--- src/inc/watchdog_pkg.sv ---
package watchdog_pkg;

    // ----------------------------------------
    // Register map (index, byte address)
    // ----------------------------------------
    localparam logic [7:0] KEY_IDX = 8'h00;
    localparam logic [7:0] PRESC_IDX = 8'h01;
    localparam logic [7:0] RELOAD_IDX = 8'h02;
    localparam logic [7:0] STATUS_IDX = 8'h03;
    localparam logic [7:0] KEY_ADDR = KEY_IDX << 2;
    localparam logic [7:0] PRESC_ADDR = PRESC_IDX << 2;
    localparam logic [7:0] RELOAD_ADDR = RELOAD_IDX << 2;
    localparam logic [7:0] STATUS_ADDR = STATUS_IDX << 2;

    // ----------------------------------------
    // Key codes
    // ----------------------------------------
    localparam logic [7:0] KEY_START = 8'hcc;
    localparam logic [7:0] KEY_REFRESH = 8'haa;
    localparam logic [7:0] KEY_UNLOCK = 8'h55;

    // ----------------------------------------
    // Reset values and field layout
    // ----------------------------------------
    localparam logic [7:0] COUNT_START = 8'hff;
    localparam logic [7:0] RELOAD_RST = 8'hff;
    localparam logic [2:0] PRESC_RST = 3'h0;
    localparam logic [2:0] PRESC_MAX = 3'h6;
    localparam logic [2:0] PRESC_RSVD = 3'h7;
    localparam logic [9:0] PRESC_BASE = 10'h008;
    localparam int STATUS_RUN_BIT = 0;
    localparam int STATUS_UNLOCK_BIT = 1;
    localparam int STATUS_GRACE_BIT = 2;
    localparam int STATUS_FIRE_BIT = 3;
    localparam int STATUS_COUNT_LSB = 8;

    // ----------------------------------------
    // Timing: grace in low-speed clock periods, strap settle in clk cycles
    // ----------------------------------------
    localparam logic [2:0] GRACE_TICKS = 3'h6;
    localparam logic [1:0] STRAP_SETTLE = 2'h3;

    // Watchdog states, Gray coded along idle-run-grace-fire
    typedef enum logic [1:0] {
        WD_IDLE = 2'b00,
        WD_RUN = 2'b01,
        WD_GRACE = 2'b11,
        WD_FIRE = 2'b10
    } wd_state_t;

endpackage

--- src/core/lsi_edge_detect.sv ---
module lsi_edge_detect (
    // Clock and reset
    input wire logic clk,
    input wire logic rst_n,
    // Low-speed oscillator pin
    input wire logic lsi_clk,
    // One-cycle pulse per oscillator rising edge
    output logic tick
);

    typedef struct packed {
        logic s1;
        logic s2;
        logic s3;
        logic tick;
    } edge_state_t;

    edge_state_t r_reg;
    edge_state_t r_next;

    // Two-flop synchroniser, edge taken only between second and third stage
    always_comb begin
        r_next = r_reg;
        r_next.s1 = lsi_clk;
        r_next.s2 = r_reg.s1;
        r_next.s3 = r_reg.s2;
        r_next.tick = r_reg.s2 & ~r_reg.s3;
    end

    always_ff @(posedge clk) begin
        if (!rst_n) begin
            r_reg <= '0;
        end else begin
            r_reg <= r_next;
        end
    end

    assign tick = r_reg.tick;

endmodule

--- src/core/independent_watchdog.sv ---
// Operation
// - Start key launches the countdown from 0xff.
// - Counter at zero leads to system reset request.
// - Refresh key reloads the counter from the reload value.
// - Prescale and reload registers ignore writes until unlock key.
// - Refresh key after unlock relocks the registers and refreshes.
// - Hardware start option starts the watchdog after reset.
// - Counting steps on low-speed oscillator edges sampled in the main clock, so it needs the main clock.
// - Timeout is two oscillator periods times divisor times reload plus one.
// - Reset fires six oscillator periods after the nominal timeout.
// - Divisor select codes 0 to 6 give divide by 4 to 256.
// - Reload resets to 0xff, prescale select resets to zero.
module independent_watchdog (
    // Clock and reset
    input wire logic clk,
    input wire logic rst_n,
    // APB slave
    input wire logic psel,
    input wire logic penable,
    input wire logic pwrite,
    input wire logic [7:0] paddr,
    input wire logic [31:0] pwdata,
    output logic [31:0] prdata,
    output logic pready,
    output logic pslverr,
    // Oscillator and option strap
    input wire logic low_speed_internal_oscillator,
    input wire logic hardware_start_option,
    // Reset request to the system
    output logic system_reset_req
);
    import watchdog_pkg::*;

    typedef struct packed {
        wd_state_t state;
        logic unlocked;
        logic [2:0] pr_shadow;
        logic [7:0] rl_shadow;
        logic [2:0] pr_act;
        logic [7:0] rl_act;
        logic [7:0] count;
        logic [9:0] pre_cnt;
        logic [2:0] grace_cnt;
        logic strap_s1;
        logic strap_s2;
        logic [1:0] strap_wait;
        logic [31:0] prdata;
        logic pready;
        logic pslverr;
        logic wdg_rst;
    } wd_regs_t;

    wd_regs_t r_reg;
    wd_regs_t r_next;
    logic tick;
    logic wr_access;
    logic key_wr;
    logic start_key;
    logic refresh_key;
    logic unlock_key;
    logic last_pre;

    // ----------------------------------------
    // Helpers
    // ----------------------------------------

    // Last prescale count: two times divisor minus one, reserved code clamped to max
    function automatic logic [9:0] period_last(input logic [2:0] sel);
        logic [2:0] s;
        s = (sel == PRESC_RSVD) ? PRESC_MAX : sel;
        return (PRESC_BASE << s) - 10'h001;
    endfunction

    // ----------------------------------------
    // Oscillator edge detection
    // ----------------------------------------
    // Sampled in the bus clock; a dead main clock also halts the bus,
    // so the request reg is held for the system reset to act on
    lsi_edge_detect u_lsi_edge (
        .clk(clk),
        .rst_n(rst_n),
        .lsi_clk(low_speed_internal_oscillator),
        .tick(tick)
    );

    // Bus access decode, writes land on the access edge only
    assign wr_access = psel & penable & r_reg.pready & pwrite;
    assign key_wr = wr_access && (paddr == KEY_ADDR);
    assign start_key = key_wr && (pwdata[7:0] == KEY_START);
    assign refresh_key = key_wr && (pwdata[7:0] == KEY_REFRESH);
    assign unlock_key = key_wr && (pwdata[7:0] == KEY_UNLOCK);
    // At or past the last count, so a divisor lowered mid-step ends the step
    // at once instead of waiting for the prescale counter to wrap
    assign last_pre = (r_reg.pre_cnt >= period_last(r_reg.pr_act));

    // ----------------------------------------
    // Next-state logic
    // ----------------------------------------
    always_comb begin
        r_next = r_reg;

        // Zero-wait APB: answer prepared in setup, shown in access
        r_next.pready = psel & ~penable;
        r_next.pslverr = 1'b0;
        r_next.prdata = 32'h00000000;
        if (psel && !penable && !pwrite) begin
            unique case (paddr)
                KEY_ADDR: r_next.prdata = 32'h00000000;
                PRESC_ADDR: r_next.prdata = {29'h0, r_reg.pr_shadow};
                RELOAD_ADDR: r_next.prdata = {24'h0, r_reg.rl_shadow};
                STATUS_ADDR: begin
                    r_next.prdata[STATUS_RUN_BIT] = (r_reg.state != WD_IDLE);
                    r_next.prdata[STATUS_UNLOCK_BIT] = r_reg.unlocked;
                    r_next.prdata[STATUS_GRACE_BIT] = (r_reg.state == WD_GRACE);
                    r_next.prdata[STATUS_FIRE_BIT] = (r_reg.state == WD_FIRE);
                    r_next.prdata[STATUS_COUNT_LSB +: 8] = r_reg.count;
                end
                default: r_next.pslverr = 1'b1;
            endcase
        end else if (psel && !penable) begin
            // Writes to status or unmapped space are refused
            r_next.pslverr = (paddr != KEY_ADDR) && (paddr != PRESC_ADDR) && (paddr != RELOAD_ADDR);
        end

        // Protected registers take writes only while unlocked
        if (wr_access && r_reg.unlocked && paddr == PRESC_ADDR) begin
            r_next.pr_shadow = pwdata[2:0];
        end
        if (wr_access && r_reg.unlocked && paddr == RELOAD_ADDR) begin
            r_next.rl_shadow = pwdata[7:0];
        end
        if (unlock_key) begin
            r_next.unlocked = 1'b1;
        end

        // Settings move to the counting side only on an oscillator tick,
        // so they change between prescale counts, never inside one
        if (tick) begin
            r_next.pr_act = r_reg.pr_shadow;
            r_next.rl_act = r_reg.rl_shadow;
        end

        // Strap synchroniser, option caught once after reset release
        r_next.strap_s1 = hardware_start_option;
        r_next.strap_s2 = r_reg.strap_s1;
        if (r_reg.strap_wait != STRAP_SETTLE) begin
            r_next.strap_wait = r_reg.strap_wait + 2'h1;
        end

        // Watchdog sequencing; other key values fall through untouched
        unique case (r_reg.state)
            WD_IDLE: begin
                if (start_key) begin
                    r_next.state = WD_RUN;
                    r_next.count = COUNT_START;
                    r_next.pre_cnt = 10'h000;
                end else if (r_reg.strap_wait == STRAP_SETTLE - 2'h1 && r_reg.strap_s2) begin
                    r_next.state = WD_RUN;
                    r_next.count = COUNT_START;
                    r_next.pre_cnt = 10'h000;
                end
            end
            WD_RUN: begin
                // One decrement per two oscillator periods times divisor
                if (refresh_key) begin
                    r_next.count = r_reg.rl_act;
                    r_next.pre_cnt = 10'h000;
                end else if (tick && last_pre) begin
                    r_next.pre_cnt = 10'h000;
                    if (r_reg.count == 8'h00) begin
                        r_next.state = WD_GRACE;
                        r_next.grace_cnt = 3'h0;
                    end else begin
                        r_next.count = r_reg.count - 8'h01;
                    end
                end else if (tick) begin
                    r_next.pre_cnt = r_reg.pre_cnt + 10'h001;
                end
            end
            WD_GRACE: begin
                // A late refresh still rescues the system here
                if (refresh_key) begin
                    r_next.state = WD_RUN;
                    r_next.count = r_reg.rl_act;
                    r_next.pre_cnt = 10'h000;
                end else if (tick) begin
                    r_next.grace_cnt = r_reg.grace_cnt + 3'h1;
                    if (r_reg.grace_cnt == GRACE_TICKS - 3'h1) begin
                        r_next.state = WD_FIRE;
                        r_next.wdg_rst = 1'b1;
                    end
                end
            end
            WD_FIRE: begin
                // Held until the system reset comes back as rst_n
                r_next.wdg_rst = 1'b1;
            end
        endcase

        // Refresh always relocks, running or not
        if (refresh_key) begin
            r_next.unlocked = 1'b0;
        end
    end

    // ----------------------------------------
    // State register
    // ----------------------------------------
    always_ff @(posedge clk) begin
        if (!rst_n) begin
            r_reg <= '0;
            r_reg.state <= WD_IDLE;
            r_reg.pr_shadow <= PRESC_RST;
            r_reg.rl_shadow <= RELOAD_RST;
            r_reg.pr_act <= PRESC_RST;
            r_reg.rl_act <= RELOAD_RST;
        end else begin
            r_reg <= r_next;
        end
    end

    assign prdata = r_reg.prdata;
    assign pready = r_reg.pready;
    assign pslverr = r_reg.pslverr;
    assign system_reset_req = r_reg.wdg_rst;
endmodule

--- config.mk ---
export PLATFORM = sky130hd
export DESIGN_NAME = independent_watchdog
export DESIGN_NICKNAME = d
export VERILOG_FILES = /design/src/inc/watchdog_pkg.sv /design/src/core/lsi_edge_detect.sv /design/src/core/independent_watchdog.sv
export SDC_FILE = /design/constraint.sdc
export NUM_CORES = 1
export LEC_CHECK = 0
export ABC_AREA = 1
export BUFFER_PORTS_ARGS = -buffer_cell sky130_fd_sc_hd__buf_2
export CORE_ASPECT_RATIO = 1.75
export CORE_MARGIN = 1
export CORE_UTILIZATION = 55
export DETAILED_ROUTE_END_ITERATION = 8
export GPL_TIMING_DRIVEN = 0
export HOLD_SLACK_MARGIN = 0.03
export PLACE_DENSITY = 0.8
export SKIP_LAST_GASP = 1
export SLEW_MARGIN = 20
export SYNTH_ARGS = -nofsm -noshare
export SYNTH_HDL_FRONTEND = slang
export SYNTH_SLANG_ARGS = --single-unit
--- constraint.sdc ---
create_clock -name clk -period 2.6 [get_ports clk]
set_input_delay 0.13 -clock clk [delete_from_list [all_inputs] [get_ports clk]]
set_output_delay 0.13 -clock clk [all_outputs]
set_load 0.01 [all_outputs]
# After elaboration in Yosys (flattened, before gate mapping)
# Index checks and enable logic that the tools add are counted.
[totals] ff_bits=89 input_bits=47 output_inout_bits=35 elab_cells=132
[op_classes] addsub=5 magnitude_cmp=1 eq_ne=28 shift=1 n_mux=33 bitwise_logic=8 n_reduce_logical=33
[ops] operator="2-to-1 mux 18 bit" count=4
[ops] operator="one-hot mux 18 bit (3 select lines)" count=1
[ops] operator="2-to-1 mux 10 bit" count=2
[ops] operator="2-to-1 mux 3 bit" count=6
[ops] operator="== test 8 x 4 -> 1 bit, second input constant" count=2
[ops] operator="== test 8 bit, second input constant" count=2
[ops] operator="logical NOT 8 bit" count=2
[ops] operator="2-to-1 mux 2 bit" count=8
[ops] operator="2-to-1 mux 8 bit" count=2
[ops] operator="logical AND 1 bit" count=13
[ops] operator="!= test 2 bit, second input constant" count=6
[ops] operator="one-hot mux 4 bit (3 select lines)" count=1
[ops] operator="adder 10 x 1 -> 10 bit, second input constant" count=1
[ops] operator="greater-or-equal comparator 10 bit" count=1
[ops] operator="left shift 4 x 3 -> 10 bit, first input constant" count=1
[ops] operator="subtractor 10 x 1 -> 10 bit, second input constant" count=1
[ops] operator="!= test 3 bit, second input constant" count=3
[ops] operator="== test 8 x 3 -> 1 bit, second input constant" count=1
[ops] operator="== test 8 x 7 -> 1 bit, second input constant" count=1
[ops] operator="!= test 8 x 3 -> 1 bit, second input constant" count=1
[ops] operator="!= test 8 x 4 -> 1 bit, second input constant" count=1
[ops] operator="AND reduction 4 bit" count=2
[ops] operator="nonzero test 8 bit" count=1
[ops] operator="subtractor 8 x 1 -> 8 bit, second input constant" count=1
[ops] operator="25 further kinds" count=45

# Longest topological paths before layout
# Gate-level depths: netlist of run 1.
[depth] word_depth=9 ltp_mapped=13 mapped_depth_nobuf=12

# Hierarchy
# Synthesis of run 1 repeated with hierarchy kept, for this count alone.
[unflattened] hier_cells=535 hier_area_um2=3779.9
[modules_own_cells] module="independent_watchdog" instances=1 cells_per_inst=524 area_each_um2=3671.0 seq_area_each_um2=1381.3
[modules_own_cells] module="lsi_edge_detect" instances=1 cells_per_inst=11 area_each_um2=108.9 seq_area_each_um2=80.1

# Least setup slack after synthesis of run 1
# Ideal clock, no wire load.
[synth_timing] kind="register -> register" start="reg r_reg[70] (netlist bit)" end="reg r_reg[52] (netlist bit)" setup_ps=113 arrival_time_ps=1762 required_ps=2487 slack_ps=726 stages_incl_launch_ff=13 path_buffers=1 synth_period_minus_slack_ps=1874 cell_sequence="dfxtp_1 > o21ai_0 > ha_1 > nand2_1 > nor2_1 > nand3_1 > nand3_1 > nand2_1 > nand2_4 > nand4_4 > buf_6 > nor2_1 > nor2_1"
[synth_between] elab_chain_cells=8
[synth_lines] element="from (decl)" line="independent_watchdog.sv:53" text="wd_regs_t r_reg;"
[synth_lines] element="from (signal assigned)" line="independent_watchdog.sv:218" text="r_reg <= r_next;"
[synth_lines] element="== test 3 bit" line="independent_watchdog.sv:70" text="s = (sel == PRESC_RSVD) ? PRESC_MAX : sel;"
[synth_lines] element="2-to-1 mux 3 bit (*)" line="independent_watchdog.sv:70"
[synth_lines] element="left shift 4 x 3 -> 10 bit (*)" line="independent_watchdog.sv:71" text="return (PRESC_BASE << s) - 10'h001;"
[synth_lines] element="subtractor 10 x 1 -> 10 bit (*)" line="independent_watchdog.sv:71"
[synth_lines] element="greater-or-equal comparator 10 bit (*)" line="independent_watchdog.sv:94" text="assign last_pre = (r_reg.pre_cnt >= period_last(r_reg.pr_act));"
[synth_lines] element="logical AND 1 bit (*)" line="independent_watchdog.sv:168" text="end else if (tick && last_pre) begin"
[synth_lines] element="!= test 3 bit (no line) (*)"
[synth_lines] element="AND reduction 5 bit (no line) (*)"
# Mark *: on every way between the ends. The rest lies on a longest branch, timed or not.
# A chain may end at the register's enable or synchronous reset.

# Final worst setup path of run 1
[layout_timing] start="reg r_reg[70] (netlist bit)" end="reg r_reg[54] (netlist bit)"
# The elaborated chain is that of the path after synthesis.

==> results, run 1 <==
- With fillers left out, the area of the finished cells amounts to 4639 sq um.
- In the post-synthesis netlist, the biggest area contributors are dfxtp_1 (37%), nand2_1 (10%), nor2_1 (8.4%).
- The largest net degree at the start of global routing is 16.
- Measured in cells, the most critical reg-to-reg path has a length of 12.
- For the pin with the worst max-slew slack, the measured transition is 0.7597 ns.
- Among all flip-flop cells after synthesis, the most frequent one is dfxtp_1.
- After clock tree synthesis, the setup repair step added 0 buffers.
- Setup repair after global routing left no endpoint under its margin.
- Final hold analysis gives a worst-case slack of 0.04114 ns.
- The number of buffers created by CTS is 9.
- The vias per cell is 4.986.
- The summed negative setup slack over all endpoints is 0 ns.
- The number of buffers added on ports is 41.
- The area of the die is 7554 sq um.
- The number of DRC markers after the initial detailed-route iteration is 143.
- The area of the mapped netlist is 3959 sq um.
- STA classifies the critical path startpoint as a flop.
- Summed over all cells, the static leakage comes to 0.002300 uW.
- The latest clock arrival within the worst-skew pair is 0.34 ns.
- The floorplan step set the die width to 66.13 um.
- Counting flops with a built-in enable in the synthesized netlist gives 0.
- In the routed design, unresolved DRC markers number 0.
- Once the floorplan was initialized, standard cells occupied 57.32% of the core.
- The register bit count reported by yosys is 73.
- The nature of the critical path endpoint is a flop.
- The clock passes through at most 2 buffers.
- The sequential-to-total area share from yosys stat is 36.92%.
- 0 antenna diodes ended up in the layout.
- The worst clock skew is 0.005932 ns.
- The die is 114.2 um tall.
- The initial antenna violation count is 0.
- Of the cells placed in the final design, the portion with a size suffix greater than 1 is 20.83%.
- The tree is rooted in a clkbuf_16.
- The average instance in the mapped netlist occupies 7.211 sq um.
- TritonCTS built the clock tree.
- Once the clock tree was built, the resizer swapped 0 gates to a different size.
- In this run the power density over the cells is 724.0 nW/um^2.
- Once placement finished, the instance area stood at 4325 sq um.
- The number of top-level pins is 82.
- The required time of the critical path is 2.84 ns.
- After layout, the worst setup slack is 0.3445 ns.
- Data arrives at the worst endpoint at 2.49 ns.
- The number of cells on the worst hold path is 3.
- The number of global-route vias before repair is 3291.
- The layout net count is 680.
- The worst setup slack after placement is 0.3527 ns.
- The wire length per cell is 11.99 um.
- Subtracting the final worst setup slack from the clock period gives 2.255 ns.
- The H-tree generated during clock tree synthesis spans 3 levels.
- Counting flops with an async set or reset pin after synthesis yields a share of 0%.
- Clock-pin slew was measured on the worst setup and hold paths at 0.06 ns.
- Based on the critical path, the design can be clocked at up to 443.4 MHz.
- The wire-length estimate of the detail-placed layout is 6373 um.
- The relative area change from synthesis to final layout is 17.19%.
- For this run, the detailed router's first-pass iteration total came to 4.
- Of all cell types, the one taking the most synthesized area is dfxtp_1.
- The total of max-cap violations is 0.
- The cell count after synthesis is 549.
- The relative slew slack is 49.35%.
- The run finished with clean final reports.
- Of the post-synthesis cell area, the dominant cell type holds 36.92%.
- The overall power consumption is 3359 uW.
- The global-route wire length before repair is 14160 um.
- The number of flip-flops in the largest register is 49.
- The post-synthesis cell type count is 38.
- Counting every sink on the clock net gives 73.
- The floorplan has 40 rows.
- The congestion estimate from routability-driven global placement came to 0.8643.
- The core box area is 6907 sq um.
- The detail route stage leaves a number of antenna-violating nets equal to 0.
- The final period utilization is 86.75%.
- Along the worst path, the maximum fanout reaches 10.
- The final setup violation count is 0.
- Summing over every cut layer, the via total after detailed routing is 3530.
- The final max-slew violation count came to 0.
- The count of synthesis-stage warnings from yosys is 0.
- VDD sags by at most 546.0 uV.
- Global routing consumed, over all layers together, 24.51% of the routing resources.
- After global routing the overflow that remains totals 0.
- The type of the most critical hold path is input pin to flop.
- Wires add up to 8489 um.
- The critical path is of the flop to flop type.
- The total count of hold-check failures in the final report is 0.
==> routing by layer <==
metal  track usage, %  wire length [um]
met1            24.36              3243
met5                0                 0
met3            5.876               372
met4            13.19               334
met2            45.10              4538
==> synth_stat cells, types with 3 or more instances <==
library cell and n:
a21oi_1 22, nand4_1 9, ha_1 14, o211ai_1 11, clkbuf_1 6, dfxtp_1 73
nand2_4 3, nand2_1 108, a21oi_2 5, buf_4 33, inv_1 66, nor3_1 7
o21ai_0 25, nand3_1 24, inv_2 4, nor2_1 89, buf_6 3, xor2_1 7
nor2_2 4, nand2_2 7, nor2_4 6
==> cells by family (layout without fill, tap and decap cells) <==
family	Yosys count	in the layout	synth area share [%]
simple gates	265	265	30.82
other cells	2	17	0.1897
compound gates	72	72	11.16
buf+inv	114	174	14.51
xor+xnor	9	9	1.991
fa+ha+maj	14	14	4.425
flops	73	73	36.92
==> placed cells by master, fill, tap and decap left out, drive strengths merged, types with 2 or more instances in the layout <==
cell	netlist	routed
clkinv	1	2
o22ai	2	2
nor2	99	99
ha	14	14
buf	37	78
inv	70	74
nand3	26	26
or2	3	3
xnor2	2	2
dfxtp	73	73
nand2	118	118
a21oi	27	27
clkinvlp	0	2
dlygate4sd3	0	3
nand4	10	10
nor3	8	8
conb	2	17
clkbuf	6	15
o211ai	12	12
o21ai	26	26
o21bai	2	2
xor2	7	7
==> stage by stage <==
| step | cells | utilization (%) |
|---|---|---|
| 2_1_floorplan | 564 | - |
| 3_3_place_gp | 689 | 62.63 |
| 3_5_place_dp | 689 | 62.63 |
| 4_1_cts | 708 | 67.17 |
| 5_1_grt | 708 | 67.17 |
| 6_report | 708 | 67.17 |
==> power breakdown <==
group          switching, uW  internal (uW)
Combinational            599            325
Sequential              63.8           1200
Clock                    512            660
Total                   1170           2180
==> worst paths after layout <==
| kind | from | slack, ns | to |
|---|---|---|---|
| max | r_reg[70]$_SDFFE_PN0P_ | 0.34 | r_reg[54]$_SDFFE_PN0P_ |
| min | pwdata[7] | 0.04 | r_reg[78]$_SDFFE_PN1P_ |
| max reg2reg | r_reg[70]$_SDFFE_PN0P_ | 0.34 | r_reg[54]$_SDFFE_PN0P_ |
| min reg2reg | u_lsi_edge.r_reg[1]$_SDFF_PN0_ | 0.41 | u_lsi_edge.tick$_SDFF_PN0_ |
==> final cells by class <==
class                           instances  area [sq um]
Timing Repair Buffer                   44         235.2
Tap cell                               84         105.1
Inverter                               71         266.5
Clock inverter                          7         58.81
Multi-Input combinational cell        377          1979
Clock buffer                            9         225.2
Buffer                                 43         307.8
Sequential cell                        73          1461
Fill cell                             600          2267
==> worst max-delay path, stage by stage (launching register included) <==
cell	delay (ns)
dfxtp_1	0.42
o21ai_0	0.12
ha_1	0.30
nand2_1	0.05
nor2_1	0.15
nand3_1	0.09
nand3_1	0.12
nand2_1	0.19
nand2_4	0.20
nand4_4	0.16
buf_6	0.19
nor2_1	0.11
nor2_1	0.05
==> repair_timing <==
action	in CTS	in global routing
endpoints found under the setup margin	0	0
hold buffers	3	0
endpoints found under the hold margin	3	0
No activity file was read; power rests on OpenSTA's default activity.
==> run 2: changes to the inputs <==
--- a/config.mk
+++ b/config.mk
@@ -8,7 +8,7 @@
 export ABC_AREA = 1
 export BUFFER_PORTS_ARGS = -buffer_cell sky130_fd_sc_hd__buf_2
 export CORE_ASPECT_RATIO = 1.75
-export CORE_MARGIN = 1
+export CORE_MARGIN = 3
 export CORE_UTILIZATION = 55
 export DETAILED_ROUTE_END_ITERATION = 8
 export GPL_TIMING_DRIVEN = 0
==> results, run 2 (synthesis results as in run 1) <==
- The final setup violation count came to 0 (unchanged).
- The wire length per cell came to 12.05 um (was 11.99 um).
- Run status: completed (unchanged).
- The post-cts gate resize count is 0 (unchanged).
- The relative area change from synthesis to final layout came to 17.26% (was 17.19%).
- The initial antenna violation count is 0 (unchanged).
- The number of buffers added on ports came to 41 (unchanged).
- The largest net degree at the start of global routing came to 16 (unchanged).
- The number of rows created at floorplan came to 40 (unchanged).
- The number of flip-flops in the largest register is 49 (unchanged).
- The final period utilization was 85.99% (was 86.75%).
- The aggregate routed wire length is 8530 um (was 8489 um).
- The width of the chip came to 70.13 um (was 66.13 um).
- The latest clock arrival within the worst-skew pair is 0.34 ns (about the same).
- The CTS tree is done (unchanged).
- The summed negative setup slack over all endpoints came to 0 ns (unchanged).
- The cell area after layout is 4642 sq um (was 4639 sq um).
- The number of buffers on the longest clock path is 2 (unchanged).
- The share of cells above drive strength 1 was 20.83% (unchanged).
- The measured slew at the worst slew-check pin is 0.7415 ns (was 0.7597 ns).
- The overall via count from detail_route is 3543 (was 3530).
- The final max-slew violation count is 0 (unchanged).
- The clock-pin slew of the registers on the worst-case setup and hold paths was 0.06 ns (about the same).
- The type of element launching the critical path is a flop (unchanged).
- The cell area reported after detailed placement came to 4325 sq um (unchanged).
- The number of global-route vias before repair is 3361 (was 3291).
- The number of top-level pins is 82 (unchanged).
- The total routing resource utilization after global routing is 21.66% (was 24.51%).
- The maximum VDD drop is 588.0 uV (was 546.0 uV).
- The power density over the cells is 724.9 nW/um^2 (was 724.0 nW/um^2).
- The die height is 118.2 um (was 114.2 um).
- The achievable clock frequency is 447.3 MHz (was 443.4 MHz).
- The relative slew slack came to 50.57% (was 49.35%).
- The total count of hold-check failures in the final report is 0 (unchanged).
- The CTS sink count is 73 (unchanged).
- The total leakage power is 0.002302 uW (was 0.002300 uW).
- The root buffer cell was clkbuf_16 (unchanged).
- The nature of the critical path endpoint is a flop (unchanged).
- The initial standard-cell utilization of the core is 57.32% (unchanged).
- The most common cell after layout, fill and taps aside is nand2_1 (unchanged).
- The H-tree level count is 3 (unchanged).
- The global-route wire length before repair came to 14520 um (was 14160 um).
- The post-detailed-route DRC marker count is 0 (unchanged).
- RSZ-0062 raised after global routing: no (unchanged).
- The layout net count is 680 (unchanged).
- The arrival time of data at the critical path endpoint is 2.47 ns (was 2.49 ns).
- Highest-count cells in the layout ignoring fill and taps: nand2_1 (108), nor2_1 (89), dfxtp_1 (73) (unchanged).
- The core box area came to 6907 sq um (unchanged).
- The area of the die came to 8291 sq um (was 7554 sq um).
- The number of buffers created by CTS is 9 (unchanged).
- The minimum period implied by the final worst setup slack came to 2.236 ns (was 2.255 ns).
- The total of max-cap violations is 0 (unchanged).
- The number of search-and-repair iterations in the first detailed-routing pass is 5 (was 4).
- The remaining antenna violation count after routing is 0 (unchanged).
- The total half-perimeter wirelength after legalization and detailed placement is 6595 um (was 6373 um).
- The type of the most critical hold path is input pin to flop (unchanged).
- The largest driver fanout on the critical path was 10 (unchanged).
- The worst setup path category is flop to flop (unchanged).
- The vias per cell is 5.004 (was 4.986).
- The antenna diode count is 0 (unchanged).
- The final global-route overflow total is 0 (unchanged).
- The worst clock skew is 0.005694 ns (was 0.005932 ns).
- The number of DRC markers after the initial detailed-route iteration is 201 (was 143).
- The routability congestion estimate was 0.8918 (was 0.8643).
- The overall power consumption was 3365 uW (was 3359 uW).
- The required time of the critical path is 2.83 ns (was 2.84 ns).
run 2: cell counts in the layout (fill, tap and decap cells not counted):
No cell type changed its count.
run 2: path summary, 6_finish.rpt:
path                                   from                         end  slack [ns]  depth (start not counted)
max reg2reg          r_reg[70]$_SDFFE_PN0P_      r_reg[56]$_SDFFE_PN0P_        0.36                         12
min reg2reg  u_lsi_edge.r_reg[1]$_SDFF_PN0_  u_lsi_edge.tick$_SDFF_PN0_        0.38                          1
max                  r_reg[70]$_SDFFE_PN0P_      r_reg[56]$_SDFFE_PN0P_        0.36                         12
min                               pwdata[7]      r_reg[78]$_SDFFE_PN1P_        0.05                          3
run 2: what timing repair did:
action | in CTS | in global routing
endpoints found under the hold margin | 3 | 0
buffers inserted | 0 | 0
hold buffers | 3 | 0
setup endpoints to repair | 0 | 0
run 2: layout make-up:
| class | count | area [sq um] |
|---|---|---|
| Sequential cell | 73 | 1461 |
| Timing Repair Buffer | 44 | 235.2 |
| Clock buffer | 9 | 225.2 |
| Fill cell | 624 | 2265 |
| Multi-Input combinational cell | 377 | 1979 |
| Buffer | 43 | 307.8 |
| Inverter | 71 | 266.5 |
| Clock inverter | 7 | 61.31 |
| Tap cell | 84 | 105.1 |
run 2: worst max-delay path, stage by stage, from the launching register on:
cell and delay (ns):
dfxtp_1 0.42, o21ai_0 0.12, ha_1 0.30, nand2_1 0.05, nor2_1 0.13, nand3_1 0.08, nand3_1 0.12, nand2_1 0.20
nand2_4 0.20, nand4_4 0.16, buf_6 0.19, nor2_1 0.10, nor2_1 0.05
run 2: power breakdown:
group	leakage [uW]	switching (uW)	internal, uW
clock network	0.000135	518	664
registers	0.000594	62.1	1200
logic	0.00157	598	324
total	0.00230	1180	2190
run 2: routing by layer:
layer  vias to the layer above  global-route usage (%)  share of wire, %  routed length (um)
met5                         -                       0                 0                   0
met4                         0                   12.83               3.4                 290
met3                        24                   3.489               5.3                 456
met2                       112                   40.34                54                4569
met1                      1577                   21.91                38                3214
li1                       1830                       -                 -                   -
run 2: stage by stage:
stage	hold slack, ns	instances	setup WS, ns	utilization (%)
finish	0.05226	708	0.3641	67.21
global route	0.08310	708	0.1799	67.21
CTS	0.04753	708	0.3638	67.21
detailed placement	0.3215	689	0.3862	62.63
global placement	0.3130	689	0.4079	62.63
floorplan	0.2206	564	0.7257	-
